**src/led_dim_pkg.sv**
```systemverilog
// Shared constants for the LED dimming and pump ratio control block
package led_dim_pkg;
    // ****************************************
    // Clock and timing
    // ****************************************
    localparam int unsigned CLK_HZ          = 40_000_000;  // System clock rate
    localparam int unsigned SHDN_DELAY_US   = 500;         // Disable detect delay, us
    localparam int unsigned DWELL_US        = 1000;        // Dwell in 1.5x before 2x, us
    localparam int unsigned RETRY_MS        = 130;         // Periodic ratio retry, ms
    localparam int unsigned SOFT_START_US   = 400;         // Soft start time, us
    localparam int unsigned SHDN_CYC        = (CLK_HZ / 1_000_000) * SHDN_DELAY_US;
    localparam int unsigned DWELL_CYC       = (CLK_HZ / 1_000_000) * DWELL_US;
    localparam int unsigned RETRY_CYC       = (CLK_HZ / 1_000) * RETRY_MS;
    localparam int unsigned SS_CYC          = (CLK_HZ / 1_000_000) * SOFT_START_US;
    localparam int unsigned TMR_W           = 24;          // Width of every timer

    // ****************************************
    // Dimming levels
    // ****************************************
    localparam int unsigned NUM_LEVELS      = 11;          // Steps 100% down to 5%
    localparam logic [3:0]  LEVEL_FULL      = 4'h0;        // Index 0 is 100%
    localparam logic [3:0]  LEVEL_LAST      = 4'hA;        // Index 10 is 5%
    localparam logic [6:0]  PCT_FULL        = 7'h64;       // 100 percent
    localparam logic [6:0]  PCT_STEP        = 7'h0A;       // 10 percent per step
    localparam logic [6:0]  PCT_MIN         = 7'h05;       // Floor of 5 percent

    // ****************************************
    // Pump ratio codes
    // ****************************************
    typedef enum logic [2:0] {
        RATIO_1X  = 3'h1,
        RATIO_15X = 3'h2,
        RATIO_2X  = 3'h4
    } ratio_e;
endpackage : led_dim_pkg

```
**src/led_dim_ctrl.sv**
```systemverilog
// Two-input pulse dimming, shutdown, fault and pump ratio control
`timescale 1ns/1ps
`default_nettype none

// Contract
// 1x while nodes high, else 1.5x
// Dwell 1 ms in 1.5x before 2x
// From 1.5x retry 1x every 130 ms (code retries only when output below input)
// 1.5x to 2x only on dropout
// 2x falls back periodically or on disable
// First main rise enables at 100%
// Pulses step down 10%, last 5%, wrap
// Sub group has own identical counter
// Tied enables step all six together
// Host resets level by long low
// Host sends burst within 2-3 ms
// Low 0.5 ms turns group off
// Both low 0.5 ms: full shutdown
// Output below 1.2 V: short mode
// Open channel: clamp, others keep running
// Disable channels with high sink voltage
// Overtemperature shuts down, recovers automatically
// Host holds first pulse 50 us
// Host low pulse 0.5 to 250 us
// Host high time at least 0.5 us
// Shutdown delay timed from falling edge
// Count short lows as level steps
// Off groups sinks disabled, level ignored
module led_dim_ctrl
    import led_dim_pkg::*;
#(
    parameter int unsigned SHDN_CYCLES  = SHDN_CYC,   // Disable detect delay
    parameter int unsigned DWELL_CYCLES = DWELL_CYC,  // 1.5x dwell before 2x
    parameter int unsigned RETRY_CYCLES = RETRY_CYC,  // Ratio retry period
    parameter int unsigned SS_CYCLES    = SS_CYC      // Soft start length
) (
    // Clock and reset
    input  wire logic        sys_clk_i,
    input  wire logic        rstn_i,
    // Pulse enable pins, asynchronous
    input  wire logic        main_group_enable_i,
    input  wire logic        sub_group_enable_i,
    // Analog comparator flags, asynchronous
    input  wire logic [5:0]  sink_low_i,          // Channel sink node below 150 mV
    input  wire logic [5:0]  sink_dropout_i,      // Channel sink node in dropout
    input  wire logic [5:0]  sink_unused_i,       // Sink above output or supply minus 0.4 V
    input  wire logic        out_below_in_i,      // Pump output below supply input
    input  wire logic        out_short_i,         // Pump output below 1.2 V
    input  wire logic        out_overvolt_i,      // Pump output reached 6 V
    input  wire logic        over_temp_i,         // Junction above 165 C
    // Channel and pump control
    output logic [5:0]       sink_enable_o,       // Per channel sink on
    output logic [6:0]       main_level_pct_o,    // Main group current percent
    output logic [6:0]       sub_level_pct_o,     // Sub group current percent
    output logic [2:0]       pump_ratio_o,        // One-hot pump ratio
    output logic             pump_run_o,          // Pump switching allowed
    output logic             soft_start_o,        // Soft start in progress
    output logic             shutdown_o,          // Full shutdown mode
    output logic             short_mode_o         // Short circuit mode
);

    // ****************************************
    // State
    // ****************************************
    typedef struct packed {
        logic [2:0]       m_sync;     // Main enable synchroniser
        logic [2:0]       s_sync;     // Sub enable synchroniser
        logic [2:0][5:0]  low_sync;   // Low node synchroniser
        logic [2:0][5:0]  drop_sync;  // Dropout synchroniser
        logic [2:0][5:0]  unu_sync;   // Unused sink synchroniser
        logic [2:0][3:0]  flg_sync;   // Short, ovp, temp, below-in
        logic             m_lvl;      // Filtered main enable
        logic             s_lvl;      // Filtered sub enable
        logic [5:0]       low;        // Filtered flags
        logic [5:0]       drop;
        logic [5:0]       unu;
        logic [3:0]       flg;
        logic             m_on;       // Main group enabled
        logic             s_on;       // Sub group enabled
        logic [3:0]       m_idx;      // Main level index
        logic [3:0]       s_idx;      // Sub level index
        logic [TMR_W-1:0] m_low_t;    // Main low time
        logic [TMR_W-1:0] s_low_t;    // Sub low time
        logic [TMR_W-1:0] ss_t;       // Soft start timer
        logic             ss_act;
        logic [TMR_W-1:0] mode_t;     // Dwell or retry timer
        ratio_e           ratio;
        logic             dwell_done; // 1.5x dwell passed
        logic             shdn;
    } st_s;

    st_s st;
    st_s next_st;

    // ****************************************
    // Helpers
    // ****************************************
    // Index to percent: 100 - 10*idx, floor 5
    function automatic logic [6:0] idx_to_pct(input logic [3:0] idx);
        logic [6:0] dec;
        dec = 7'(idx) * PCT_STEP;
        if (idx >= LEVEL_LAST) begin
            idx_to_pct = PCT_MIN;
        end else begin
            idx_to_pct = PCT_FULL - dec;
        end
    endfunction : idx_to_pct

    // Step the level with wrap after the last one
    function automatic logic [3:0] idx_step(input logic [3:0] idx);
        if (idx >= LEVEL_LAST) begin
            idx_step = LEVEL_FULL;
        end else begin
            idx_step = idx + 4'h1;
        end
    endfunction : idx_step

    // Saturating timer increment
    function automatic logic [TMR_W-1:0] tinc(input logic [TMR_W-1:0] t);
        tinc = (&t) ? t : t + TMR_W'(1);
    endfunction : tinc

    // ****************************************
    // Next state
    // ****************************************
    // Filtering, dimming, shutdown and ratio control
    always_comb begin
        logic m_rise;
        logic s_rise;
        logic m_dis;
        logic s_dis;
        logic any_low;
        logic any_drop;
        logic fault_off;
        logic chan_drop;
        logic [5:0] act;
        next_st  = st;
        m_rise   = 1'b0;
        s_rise   = 1'b0;
        m_dis    = 1'b0;
        s_dis    = 1'b0;
        fault_off = 1'b0;
        act      = 6'h00;
        any_low  = 1'b0;
        any_drop = 1'b0;
        chan_drop = 1'b0;

        // Three-stage synchronisers, last two must agree
        next_st.m_sync    = {st.m_sync[1:0], main_group_enable_i};
        next_st.s_sync    = {st.s_sync[1:0], sub_group_enable_i};
        next_st.low_sync  = {st.low_sync[1:0], sink_low_i};
        next_st.drop_sync = {st.drop_sync[1:0], sink_dropout_i};
        next_st.unu_sync  = {st.unu_sync[1:0], sink_unused_i};
        next_st.flg_sync  = {st.flg_sync[1:0],
                             {out_below_in_i, over_temp_i, out_overvolt_i, out_short_i}};
        if (st.m_sync[2] == st.m_sync[1]) begin
            next_st.m_lvl = st.m_sync[2];
        end
        if (st.s_sync[2] == st.s_sync[1]) begin
            next_st.s_lvl = st.s_sync[2];
        end
        for (int i = 0; i < 6; i++) begin
            if (st.low_sync[2][i] == st.low_sync[1][i]) next_st.low[i] = st.low_sync[2][i];
            if (st.drop_sync[2][i] == st.drop_sync[1][i]) next_st.drop[i] = st.drop_sync[2][i];
            if (st.unu_sync[2][i] == st.unu_sync[1][i]) next_st.unu[i] = st.unu_sync[2][i];
        end
        for (int i = 0; i < 4; i++) begin
            if (st.flg_sync[2][i] == st.flg_sync[1][i]) next_st.flg[i] = st.flg_sync[2][i];
        end

        // Low timers from falling edge
        next_st.m_low_t = st.m_lvl ? '0 : tinc(st.m_low_t);
        next_st.s_low_t = st.s_lvl ? '0 : tinc(st.s_low_t);
        // Long low disables group
        m_dis = !st.m_lvl && (st.m_low_t >= TMR_W'(SHDN_CYCLES));
        s_dis = !st.s_lvl && (st.s_low_t >= TMR_W'(SHDN_CYCLES));
        if (m_dis) next_st.m_on = 1'b0;
        if (s_dis) next_st.s_on = 1'b0;
        // Both disabled means shutdown
        if (m_dis && s_dis) next_st.shdn = 1'b1;
        chan_drop = (m_dis && st.m_on && st.s_lvl) || (s_dis && st.s_on && st.m_lvl);

        m_rise = next_st.m_lvl && !st.m_lvl;
        s_rise = next_st.s_lvl && !st.s_lvl;

        // Rise from off restarts at 100%
        if (m_rise && (!st.m_on || m_dis)) begin
            next_st.m_on  = 1'b1;
            next_st.m_idx = LEVEL_FULL;
        // Short low is a step
        end else if (m_rise) begin
            // Step and wrap
            next_st.m_idx = idx_step(st.m_idx);
        end
        // Sub group, own counter
        // Tied pins step both alike
        if (s_rise && (!st.s_on || s_dis)) begin
            next_st.s_on  = 1'b1;
            next_st.s_idx = LEVEL_FULL;
        end else if (s_rise) begin
            next_st.s_idx = idx_step(st.s_idx);
        end

        // Leaving shutdown starts a soft start
        if ((m_rise || s_rise) && next_st.shdn) begin
            next_st.shdn   = 1'b0;
            next_st.ss_act = 1'b1;
            next_st.ss_t   = '0;
        end else if (st.ss_act) begin
            next_st.ss_t = tinc(st.ss_t);
            if (st.ss_t >= TMR_W'(SS_CYCLES)) next_st.ss_act = 1'b0;
        end

        // Short and R17 - over temperature stop the pump
        fault_off = st.flg[0] || st.flg[2];
        // Active channels exclude unused sinks
        act = {{2{st.s_on}}, {4{st.m_on}}} & ~st.unu;
        any_low  = |(st.low & act);
        any_drop = |(st.drop & act);

        // Pump ratio selection
        next_st.mode_t = tinc(st.mode_t);
        if (next_st.shdn || fault_off || st.ss_act) begin
            next_st.ratio      = RATIO_1X;
            next_st.mode_t     = '0;
            next_st.dwell_done = 1'b0;
        end else begin
            unique case (st.ratio)
                RATIO_1X: begin
                    // Low node raises ratio
                    if (any_low) begin
                        next_st.ratio      = RATIO_15X;
                        next_st.mode_t     = '0;
                        next_st.dwell_done = 1'b0;
                    end
                end
                RATIO_15X: begin
                    // Dwell before 2x allowed
                    if (st.mode_t >= TMR_W'(DWELL_CYCLES)) next_st.dwell_done = 1'b1;
                    // Dropout moves to 2x
                    if (st.dwell_done && any_drop) begin
                        next_st.ratio  = RATIO_2X;
                        next_st.mode_t = '0;
                    // Periodic 1x retry
                    end else if (st.flg[3] && st.mode_t >= TMR_W'(RETRY_CYCLES)) begin
                        next_st.ratio  = RATIO_1X;
                        next_st.mode_t = '0;
                    end
                end
                RATIO_2X: begin
                    // Periodic or disable fallback
                    if (st.mode_t >= TMR_W'(RETRY_CYCLES) || chan_drop) begin
                        next_st.ratio      = RATIO_15X;
                        next_st.mode_t     = '0;
                        next_st.dwell_done = 1'b1;
                    end
                end
                default: begin
                    next_st.ratio = RATIO_1X;
                end
            endcase
        end
    end

    // ****************************************
    // Register
    // ****************************************
    // Single state register, synchronous reset
    always_ff @(posedge sys_clk_i) begin
        if (!rstn_i) begin
            st       <= '0;
            st.ratio <= RATIO_1X;
            st.shdn  <= 1'b1;
        end else begin
            st <= next_st;
        end
    end

    // ****************************************
    // Outputs
    // ****************************************
    // Off groups, unused sinks, shutdown and over temperature gate sinks
    // Overvoltage leaves other channels running
    assign sink_enable_o    = ({{2{st.s_on}}, {4{st.m_on}}} & ~st.unu)
                              & {6{!st.shdn && !st.flg[2]}};
    assign main_level_pct_o = st.m_on ? idx_to_pct(st.m_idx) : 7'h00;
    assign sub_level_pct_o  = st.s_on ? idx_to_pct(st.s_idx) : 7'h00;
    assign pump_ratio_o     = st.ratio;
    // Short mode halts the pump
    assign pump_run_o       = !st.shdn && !st.flg[0] && !st.flg[2] && !st.flg[1];
    assign soft_start_o     = st.ss_act;
    assign shutdown_o       = st.shdn;
    assign short_mode_o     = st.flg[0];

endmodule : led_dim_ctrl
`default_nettype wire

```
**config.mk**
```make
export PLATFORM = sky130hd
export DESIGN_NAME = led_dim_ctrl
export DESIGN_NICKNAME = d
export VERILOG_FILES = /design/src/led_dim_pkg.sv /design/src/led_dim_ctrl.sv
export SDC_FILE = /design/constraint.sdc
export NUM_CORES = 1
export LEC_CHECK = 0
export CORE_AREA = 2 2 124 126
export CTS_BUF_LIST = sky130_fd_sc_hd__clkbuf_8
export CTS_CLUSTER_DIAMETER = 100
export DETAILED_ROUTE_END_ITERATION = 12
export DIE_AREA = 0 0 126 128
export DONT_BUFFER_PORTS = 1
export GPL_TIMING_DRIVEN = 0
export HOLD_SLACK_MARGIN = 0.1
export PLACE_DENSITY = 0.75
export SLEW_MARGIN = 10
export SYNTH_ARGS = -nofsm -noshare
export SYNTH_HDL_FRONTEND = slang
export SYNTH_SLANG_ARGS = --single-unit
```
**constraint.sdc**
```tcl
create_clock -name sys_clk_i -period 4 [get_ports sys_clk_i]
set_input_delay 0.6 -clock sys_clk_i [delete_from_list [all_inputs] [get_ports sys_clk_i]]
set_output_delay 0.6 -clock sys_clk_i [all_outputs]
set_load 0.02 [all_outputs]
```
---- Yosys cells after proc, flatten, opt, wreduce, memory -nomap -nowiden ----
Index checks and enable logic that the tools add are counted.
Widths: inputs -> output; s select.
cells by class
  add/subtract/negate cells ............... 8
  $mul .................................... 2
  magnitude comparators ................... 7
  equal/unequal tests ..................... 31
  muxes and demuxes ....................... 26
  bitwise operators ....................... 7
  reduce and logical (&&, ||, !) cells .... 52
operators with widths
  kind                   count
  $add 24x1->24 const B  4
  $reduce_and 24->1      4
  $pmux 24 s3            1
  $mux 28                2
  $mux 27                2
  $ge 24x15->1 const B   2
  $mux 7                 4
  $and 6x6->6            4
  $eq 1x1->1             24
  $ge 24x14->1 const B   1
  $ge 24x16->1 const B   1
  $ge 24x23->1 const B   1
  $mux 24                1
  $logic_and 1x1->1      18
  $sub 7x7->7 const A    2
  $mul 4x3->6 const B    2
  $mux 1                 12
  $reduce_or 2->1        6
  $reduce_or 6->1        2
  $pmux 3 s3             1
  $add 4x1->4 const B    2
  $ge 4x4->1 const B     2
  $logic_not 1->1        8
  $logic_or 1x1->1       8
  14 further kinds       19
word-level totals
  bits in registers ....................... 208
  bits of input ports ..................... 26
  output and inout port bits .............. 27

---- Longest topological paths before layout ----
Gate-level depths: netlist (run 1).
  depth after elaboration ................. 9
  mapped depth ............................ 8
  gate-level depth less buffers ........... 7

---- Worst setup path before layout (run 1) ----
Ideal clock, no wire load.
  path type ............................... flip-flop to output port
  start ................................... register st[107] (netlist name)
  end ..................................... output port main_level_pct_o[5]
  data arrival time ....................... 1571 ps
  required time ........................... 3400 ps
  slack ................................... 1829 ps
  cell stages (with the launch flop) ...... 6
  buffers on the path ..................... 0
  cells stage by stage .................... dfxtp_1 -> ha_1 -> ha_1 -> nor3_1 -> xnor2_1 -> nor2_1
on the way
  word-level cells in the longest chain between the ends .. 4
  elaborated cells between the ends (all ways) .. 5
  those cells by class .................... add/sub (1); mul (1); order compare (1); mux (2)
ends and longest elaborated chain
  item                      RTL line             source
  start: declaration        led_dim_ctrl.sv:92   st_s st;
  start signal: assignment  led_dim_ctrl.sv:275  st <= next_st;
  $mul 4x3->6               led_dim_ctrl.sv:101  dec = 7'(idx) * PCT_STEP;
  $sub 7x7->7               led_dim_ctrl.sv:105  idx_to_pct = PCT_FULL - dec;
  $mux 7 (*)                led_dim_ctrl.sv:102  if (idx >= LEVEL_LAST) begin
  $mux 7 (*)                led_dim_ctrl.sv:286  assign main_level_pct_o = st.m_on ? idx_to_pct(st.m_idx) : 7'h00;
  end: declaration          led_dim_ctrl.sv:53   output logic [6:0] main_level_pct_o,
Every way passes the cells marked *; elsewhere a longest branch is shown, timed or not.

---- Final worst setup path (run 1) ----
Ends and elaborated chain as after synthesis.

==> results.md, run 1 <==
* Syn Inst Count at 973
* Pre-CTS WS at 1670 ps
* Worst R2R End: st[48]
* Iter 0 DRT Violations at 359
* Vias in the first global route at 6191
* TritonCTS Buffers at 36
* Filler cells at 1258
* GR Overflow Total at 0
* First-pass GRT wire length at 28400 um
* RSZ-0062 raised after global routing: false
* DRT Pass-1 Iters at 5
* Largest net degree at the start of global routing at 11
* I/O pin cnt at 53
* #FFs+latches synth at 208
* Setup bufs post-CTS at 0
* FP Rows at 45
* Nets at 1055
* Max VDD drop at 0.000380 V
* Core ar. at 14900 um2
* Final setup vio count at 0
* Fin area at 9660 um2
* Critical Path AT at 2260 ps
* Worst Hold End: next_st[176]
* Critical Path Start Type: flip-flop
* Worst hold path depth at 1
* Fin crit share at 71.5%
* FF-to-FF path depth at 7
* Main combinational cell family by area after synthesis: simple AND/OR/NAND/NOR gates
* Worst Path Required at 3400 ps
* Share of layout cells above drive strength 1 at 8.99%
* Post-Synth Simple-Gate Area at 29.6%
* CTS root buffer: clkbuf_8
* Post-synthesis mux area share at 0.114%
* Clock Latency Late Sink at 520 ps
* Adder-cell share of the synthesized area at 2.57%
* Clock sinks at 208
* Synth Net Count at 1017
* Hold_sp: sink_dropout_i[4]
* Cell Pwr Density at 411 nW/um2
* Total power at 3970 uW
* Setup ws final at 1140 ps
* Hold_buf cts at 0
* Achievable frequency at 349 MHz
* Max-slew violation count at 0
* Max-Cap Viols at 0
* FF-to-FF setup slack at 1680 ps
* Synthesis-to-finish area growth at 10.3%
* GR Util All Layers at 21.1%
* Total wire length at 16800 um
* Vias per inst at 5.36
* Die height at 128 um
* Post-DRT Antenna Nets at 0
* Slew HR at 19.3%
* Vias at 6558
* Pleak at 0.00361 uW
* Initial Utilization at 58.9%
* DP HPWL at 11800 um
* Synth Area in Compound Gates at 8.35%
* Hold WC Path Type: input pin to flip-flop
* Ys Warns at 0
* Netlist Area Pre-Place at 8760 um2
* H-tree depth at 2
* Die area at 16100 um2
* Critical Path End Type: output pin
* Reg clk slew, reported paths at 60 ps
* Final Skew at 18.8 ps
* Initial antenna violation count at 0
* CTS tree: yes
* Placed Area at 9000 um2
* Ys flop type: dfxtp_1
* Post-synth EDFFs at 0
* Tmin final at 2860 ps
* FF/Latch Area at 4160 um2
* # port buffers at 0
* Area of the multi-input gates at 4390 um2
* Post-synthesis xor/xnor area fraction at 9.40%
* Die X at 126 um
* CTS max path bufs at 3
* Seq/Total Area, Yosys at 47.5%
* Post-cts resize count at 0
* Setup TNS at 0 ps
* Drt wl/cell at 13.7 um
* Critical R2R Launch: st[92]
* Final GP Congestion at 0.801
* Final hold viol count at 0
* Worst-Margin Slew at 1200 ps
* Post-route DRC at 0
* Avg Cell Area, Syn at 9.00 um2
* CP Class: flip-flop to output pin
* Status: completed
* Synth cell types at 62
* Asr flop ratio synth at 0%
* Critical path fanouts, max at 7
* # diodes at 0
## where the power goes
group	internal, uW	switching, uW
clock network	942	824
logic	29.4	50.6
registers	2110	18.6
## worst max path at each step
stage / start / end / slack (ps) / cells past startpoint
floorplan: st[107] / main_level_pct_o[5] / 1830 / 5
global placement: st[103] / sub_level_pct_o[5] / 1650 / 5
detailed placement: st[107] / main_level_pct_o[5] / 1670 / 5
CTS: st[107] / main_level_pct_o[5] / 1100 / 5
global route: st[103] / sub_level_pct_o[5] / 1010 / 6
finish: st[107] / main_level_pct_o[5] / 1140 / 5
## Yosys cell counts (all sizes together) (2+ instances only)
cell type  count  area, um2
o41ai          2       17.5
xor2          47        412
inv           17       63.8
or2            2       12.5
and2          77        484
nand2b         4       25.0
dfxtp        208       4160
nand3         38        190
nor2b         19        119
nand4b         3       26.3
a21boi         2       15.0
nor4b          3       32.5
buf            9       65.1
xnor2         47        412
a311oi         2       17.5
ha            18        225
a21bo          2       20.0
or4            4       30.0
nor3b          7       52.6
o211a          2       20.0
or3           12       75.1
nand4         29        188
nand2         71        267
and4          14        123
and3          17        108
a21oi         51        255
nor2         136        563
nor4          16        121
nor3          27        140
clkbuf        22       82.6
o21ai         43        215
o211ai         4       43.8
a211oi         2       15.0
## placed cells by master (no fill, tap or decap), drive strengths merged, types with 7 or more instances in the layout
master / Yosys / routed
or3: 12 / 12
nor3b: 7 / 7
dfxtp: 208 / 208
clkbuf: 22 / 63
inv: 17 / 34
buf: 9 / 9
nor2: 136 / 136
and2: 77 / 77
and3: 17 / 17
ha: 18 / 18
nand2: 71 / 71
a21oi: 51 / 51
nor4: 16 / 16
xor2: 47 / 47
nand3: 38 / 38
xnor2: 47 / 47
o21ai: 43 / 43
nand4: 29 / 29
and4: 14 / 14
nor2b: 19 / 19
nor3: 27 / 27
## layout make-up
| type | instances | area share, % |
|---|---|---|
| Multi-Input combinational cell | 717 | 45.4 |
| Sequential cell | 208 | 43.1 |
| Clock buffer | 41 | 5.84 |
| Tap cell | 188 | 2.43 |
| Buffer | 31 | 1.53 |
| Clock inverter | 21 | 1.06 |
| Inverter | 17 | 0.660 |
## metal layers
| layer | vias up | share of wire, % | routed length [um] | global-route usage (%) |
|---|---|---|---|---|
| li1 | 3417 | - | - | - |
| met1 | 3010 | 47 | 7840 | 26.9 |
| met2 | 103 | 47 | 7910 | 35.4 |
| met3 | 28 | 4.3 | 729 | 4.34 |
| met5 | - | 0 | 0 | 0 |
| met4 | 0 | 1.8 | 294 | 8.27 |
## metrics by stage
| stage | hold slack (ps) | utilization (%) | instances |
|---|---|---|---|
| after floorplan | 412 | - | 973 |
| after global placement | 413 | 60.5 | 1161 |
| after detailed placement | 418 | 60.5 | 1161 |
| after CTS | 171 | 65.0 | 1223 |
| after global routing | 178 | 65.0 | 1223 |
| final | 202 | 65.0 | 1223 |
## worst max-delay path, cell delays in order, from the launching register on
cell and delay, ps:
dfxtp_1 470, ha_1 280, ha_1 310, nor3_1 250, xnor2_1 110, nor2_1 320
## state kept, by name (all words and copies together), names as in the netlist
signal / cells
short_mode_o: 1
st: 154
pump_ratio_o: 3
next_st: 48
soft_start_o: 1
shutdown_o: 1
## kinds of logic after synthesis
kind of cell | count (synthesis)
compound gates | 122
xor+xnor | 94
fa+ha+maj | 18
buf+inv | 48
flops | 208
mux | 1
simple gates | 482
No activity file was read; power rests on OpenSTA's default activity.
==> run 2, diff against run 1 <==
==> constraint.sdc (replaced) <==
create_clock -name sys_clk_i -period 2.9 [get_ports sys_clk_i]
set_input_delay 0.435 -clock sys_clk_i [delete_from_list [all_inputs] [get_ports sys_clk_i]]
set_output_delay 0.435 -clock sys_clk_i [all_outputs]
set_load 0.02 [all_outputs]
==> run 2 against run 1 <==
  * Critical path depth unchanged
  * Hold slack improved by 41 ps
  * Power rose by 39%
  * Sequential share of layout area is 1.1 points lower
  * Global-route usage rose by 0.59 points
  * First-iteration DRC count down 8.6%
  * Combinational power is 72% higher
  * Clock-buffer cell count did not move
  * Worst setup slack got worse by 940 ps
  * Largest power group unchanged
==> results.md, run 2 (synthesis gave the netlist of run 1 again) <==
* Setup bufs post-CTS at 0 (unchanged)
* Tmin final at 2700 ps
* GR Overflow Total at 0 (unchanged)
* Most frequent cells in the layout: dfxtp_1, nor2_1, and2_1, nand2_1, a21oi_1
* Final Skew at 20.4 ps (+1.60 ps)
* Iter 0 DRT Violations at 328 (-8.6%)
* I/O pin cnt at 53 (unchanged)
* Placed Area at 9000 um2 (unchanged)
* Post-cts resize count at 0 (unchanged)
* Max-slew violation count at 0 (unchanged)
* Clock sinks at 208 (unchanged)
* Hold_sp: rstn_i
* Final GP Congestion at 0.801 (unchanged)
* RSZ-0062 raised after global routing: false
* Total wire length at 17200 um (+2.8%)
* Worst-Margin Slew at 1200 ps (+0.862 ps)
* Vias at 6679 (+1.8%)
* Critical path fanouts, max at 7 (unchanged)
* Reg clk slew, reported paths at 60 ps (about the same)
* Final setup vio count at 0 (unchanged)
* Critical Path AT at 2260 ps (about the same)
* Synthesis-to-finish area growth at 13.2%
* Critical R2R Launch: st[92]
* Max-Cap Viols at 0 (unchanged)
* Max reg flops at 154 (unchanged)
* Status: completed
* Fin util at 66.7% (+1.7 points)
* TritonCTS Buffers at 36 (unchanged)
* CP Class: flip-flop to output pin
* First-pass GRT wire length at 29100 um (+2.5%)
* Hold WC Path Type: input pin to flip-flop
* Commonest non-fill, non-tap cell in the layout: dfxtp_1
* Setup TNS at 0 ps (unchanged)
* # diodes at 0 (unchanged)
* Die height at 128 um (unchanged)
* DRT Pass-1 Iters at 5 (unchanged)
* Fin area at 9910 um2 (+2.6%)
* Critical Path End Type: output pin
* Largest net degree at the start of global routing at 11 (unchanged)
* Post-route DRC at 0 (unchanged)
* Critical Path Start Type: flip-flop
* CTS tree: yes
* Die area at 16100 um2 (unchanged)
* Filler cells at 1217 (-3.3%)
* Slew HR at 19.2% (-0.058 points)
* Hold_buf cts at 25 (+25)
* Pleak at 0.00371 uW (+2.9%)
* Nets at 1080 (+2.4%)
* Post-DRT Antenna Nets at 0 (unchanged)
* CTS root buffer: clkbuf_8
* DP HPWL at 11800 um (unchanged)
* # port buffers at 0 (unchanged)
* Clock Latency Late Sink at 520 ps (about the same)
* Top reg by flops: st
* GR Util All Layers at 21.7% (+0.59 points)
* Cell Pwr Density at 557 nW/um2 (+35%)
* FP Rows at 45 (unchanged)
* Initial antenna violation count at 0 (unchanged)
* Die X at 126 um (unchanged)
* Total power at 5520 uW (+39%)
* Core ar. at 14900 um2 (unchanged)
* Vias in the first global route at 6327 (+2.2%)
* Drt wl/cell at 13.8 um (+0.70%)
* Initial Utilization at 58.9% (unchanged)
* Final hold viol count at 0 (unchanged)
* H-tree depth at 2 (unchanged)
* Vias per inst at 5.35 (-0.20%)
* Achievable frequency at 371 MHz
* CP Launch Point: st[107]
* Max VDD drop at 0.000536 V (+41%)
* Worst Path Required at 2470 ps (-930 ps)
* CTS max path bufs at 3 (unchanged)
* Fin crit share at 93.0%
* Share of layout cells above drive strength 1 at 8.77% (-0.21 points)
==> run 2: path summary, 6_finish.rpt <==
| path | end | slack [ps] | depth (start not counted) |
|---|---|---|---|
| setup / recovery | main_level_pct_o[5] | 200 | 5 |
| hold / removal | st[53] | 240 | 2 |
| setup reg to reg | st[38] | 580 | 7 |
| hold reg to reg | next_st[178] | 430 | 1 |
==> run 2: where the power goes <==
part	switching (uW)	internal [uW]	leakage, uW
registers	25.9	2910	0.00169
clock network	1150	1300	0.000397
logic	75.0	62.7	0.00163
==> run 2: critical path: stages, from the launching register on <==
cell     delay (ps)
dfxtp_1         470
ha_1            280
ha_1            320
nor3_1          250
xnor2_1         110
nor2_1          320
==> run 2: cell type report <==
| cell class | instances | area [um2] | area share, % |
|---|---|---|---|
| sequential | 208 | 4160 | 42.0 |
| inverter | 17 | 63.8 | 0.644 |
| timing repair buffer | 25 | 250 | 2.52 |
| buffer | 31 | 148 | 1.49 |
| clock inverter | 21 | 103 | 1.03 |
| clock buffer | 41 | 564 | 5.69 |
| multi-input combinational | 717 | 4390 | 44.2 |
| tap | 188 | 235 | 2.37 |
==> run 2: per-stage QoR <==
step / setup slack [ps] / instances / hold WS (ps)
floorplan: 894 / 973 / 412
global placement: 647 / 1161 / 413
detailed placement: 603 / 1161 / 418
CTS: 164 / 1248 / 228
global route: 75.2 / 1248 / 257
finish: 202 / 1248 / 243
==> run 2: per-layer routing <==
metal | up-vias | routed length, um | GRT usage [%]
met2 | 110 | 8230 | 37.2
met5 | - | 0 | 0
met4 | 0 | 328 | 8.21
li1 | 3471 | - | -
met1 | 3066 | 7980 | 27.2
met3 | 32 | 701 | 4.17
==> run 3, diff against run 2 <==
--- a/config.mk
+++ b/config.mk
@@ -5,11 +5,11 @@
 export SDC_FILE = /design/constraint.sdc
 export NUM_CORES = 1
 export LEC_CHECK = 0
-export CORE_AREA = 2 2 124 126
+export CORE_AREA = 2 2 174 91
 export CTS_BUF_LIST = sky130_fd_sc_hd__clkbuf_8
-export CTS_CLUSTER_DIAMETER = 100
+export CTS_CLUSTER_DIAMETER = 150
 export DETAILED_ROUTE_END_ITERATION = 12
-export DIE_AREA = 0 0 126 128
+export DIE_AREA = 0 0 176 93
 export DONT_BUFFER_PORTS = 1
 export GPL_TIMING_DRIVEN = 0
 export HOLD_SLACK_MARGIN = 0.1
==> run 3 against run 2 <==
  * Register-to-register slack worse by 300 ps
  * Non-clock buffer count stayed put
  * Sequential power hardly changed
  * Die area is 1.5% higher
  * Critical path depth stayed put
  * Highest routed layer unchanged
==> results.md, run 3 (synthesis gave the netlist of run 1 again) <==
* Status: completed
* Critical path fanouts, max at 7 (unchanged)
* Critical Path AT at 2330 ps (+70 ps)
* RSZ-0062 raised after global routing: false
* H-tree depth at 1 (-1)
* Critical Path End Type: output pin
* Die X at 176 um (+40%)
* Final hold viol count at 0 (unchanged)
* Worst-Margin Slew at 992 ps (-208 ps)
* Final setup vio count at 0 (unchanged)
* Clock sinks at 208 (unchanged)
* # port buffers at 0 (unchanged)
* CTS tree: yes
* Clock Power Share at 41.3% (-3.0 points)
* FF-to-FF path depth at 7 (unchanged)
* Final GP Congestion at 0.856 (+6.9%)
* Post-DRT Antenna Nets at 0 (unchanged)
* Setup bufs post-CTS at 0 (unchanged)
* Max-Cap Viols at 0 (unchanged)
* Worst Hold End: st[53]
* Post-route DRC at 0 (unchanged)
* Total wire length at 18700 um (+8.5%)
* Net switching power at 1160 uW (-7.2%)
* Iter 0 DRT Violations at 658 (+100%)
* Hold_sp: rstn_i
* Vias in the first global route at 6181 (-2.3%)
* Initial Utilization at 58.7% (-0.28 points)
* Drt wl/cell at 14.9 um (+8.3%)
* Nets at 1072 (-0.74%)
* Worst Path Required at 2470 ps (about the same)
* Max reg flops at 154 (unchanged)
* Final Skew at 20.2 ps (-0.268 ps)
* Top reg by flops: st
* Die height at 93 um (-27%)
* Most frequent cells in the layout: dfxtp_1, nor2_1, and2_1, nand2_1, a21oi_1
* FF-to-FF setup slack at 280 ps (-300 ps)
* Max-slew violation count at 0 (unchanged)
* Initial antenna violation count at 0 (unchanged)
* Share of layout cells above drive strength 1 at 8.21% (-0.56 points)
* # diodes at 0 (unchanged)
* Sw frac at 22.1% (-0.51 points)
* Hold WC Path Type: input pin to flip-flop
* CP Launch Point: st[107]
* Reg power frac at 56.0% (+2.8 points)
* Fin crit share at 95.3% (+2.3 points)
* TritonCTS Buffers at 28 (-22%)
* Commonest non-fill, non-tap cell in the layout: dfxtp_1
* Die area at 16400 um2 (+1.5%)
* DP HPWL at 13300 um (+13%)
* Core ar. at 14900 um2 (+0.47%)
* Worst hold path depth at 2 (unchanged)
* Max VDD drop at 0.000386 V (-28%)
* CTS max path bufs at 3 (unchanged)
* Pleak at 0.00364 uW (-2.0%)
* Total power at 5240 uW (-5.0%)
* Internal Power at 4080 uW (-4.4%)
* Largest net degree at the start of global routing at 16 (+5)
* CTS root buffer: clkbuf_8
* GR Util All Layers at 23.2% (+1.5 points)
* Tmin final at 2760 ps (+65.5 ps)
* Critical Path Start Type: flip-flop
* Slew HR at 33.2% (+14 points)
* Worst R2R End: st[18]
* Critical R2R Launch: st[117]
* CP Class: flip-flop to output pin
* Synthesis-to-finish area growth at 12.2%
* First-pass GRT wire length at 31000 um (+6.5%)
* FP Rows at 32 (-29%)
* Vias at 6766 (+1.3%)
* Cell Pwr Density at 533 nW/um2 (-4.3%)
* Setup TNS at 0 ps (unchanged)
* Clock Latency Late Sink at 550 ps (+30 ps)
* Vias per inst at 5.41 (+1.1%)
* I/O pin cnt at 53 (unchanged)
* Achievable frequency at 362 MHz (-2.4%)
* Reg clk slew, reported paths at 70 ps (about the same)
* DRT Pass-1 Iters at 5 (unchanged)
* GR Overflow Total at 0 (unchanged)
* Combinational share of power at 2.8% (+0.3 points)
==> run 3: cell types whose count changed in the layout (fill, tap and decap cells not counted), moves of 2 or more <==
cell	before	now
clkbuf_8	41	36
inv_1	32	28
clkinv_2	2	0
nor2_1	115	113
nor2_2	21	23
==> run 3: final cells by class <==
class | instances | area (um2)
Buffer | 31 | 148
Clock buffer | 36 | 495
Clock inverter | 13 | 65.1
Fill cell | 1250 | 5100
Inverter | 17 | 63.8
Multi-Input combinational cell | 717 | 4390
Sequential cell | 208 | 4160
Tap cell | 204 | 255
Timing Repair Buffer | 25 | 250
==> run 3: layer usage <==
layer  part of all wire [%]  GRT usage [%]  vias up
li1                       -              -     3447
met1                     55           37.3     3108
met2                     38           31.3      182
met3                    5.6           4.59       29
met4                    1.6           4.82        0
met5                      0              0        -
==> run 3: worst max-delay path by stage <==
stage,end,slack [ps],depth (start not counted)
6_report,main_level_pct_o[5],140,5
5_1_grt,main_level_pct_o[5],30,5
4_1_cts,main_level_pct_o[5],30,5
3_5_place_dp,st[18],420,7
3_3_place_gp,st[18],500,7
2_1_floorplan,main_level_pct_o[5],890,5
==> run 3: worst max-delay path: stages, from the launching register on <==
cell and delay [ps]:
dfxtp_1 480, ha_1 290, ha_1 330, nor3_1 300, xnor2_1 140, nor2_2 250
==> run 3: power groups by stage <==
stage	combinational, uW	sequential, uW	clock, uW
global placement	113	3000	0
global route	161	2940	2340
CTS	143	2930	2200
finish	144	2930	2160
floorplan	85.7	2990	0
detailed placement	116	3000	0
==> run 3: metrics by stage <==
stage | worst slack, ps | utilization [%] | std cells | hold slack (ps) | cell area, um2
floorplan | 894 | - | 973 | 412 | 8760
global placement | 500 | 60.4 | 1177 | 416 | 9020
detailed placement | 420 | 60.4 | 1177 | 420 | 9020
CTS | 32.4 | 65.8 | 1251 | 212 | 9830
global route | 28.4 | 65.8 | 1251 | 223 | 9830
finish | 136 | 65.8 | 1251 | 249 | 9830
==> run 3: timing repair <==
item,4_1_cts,5_1_grt
setup endpoints to repair,0,2
resized for setup,0,2
hold buffers,25,0
hold endpoints to repair,25,0
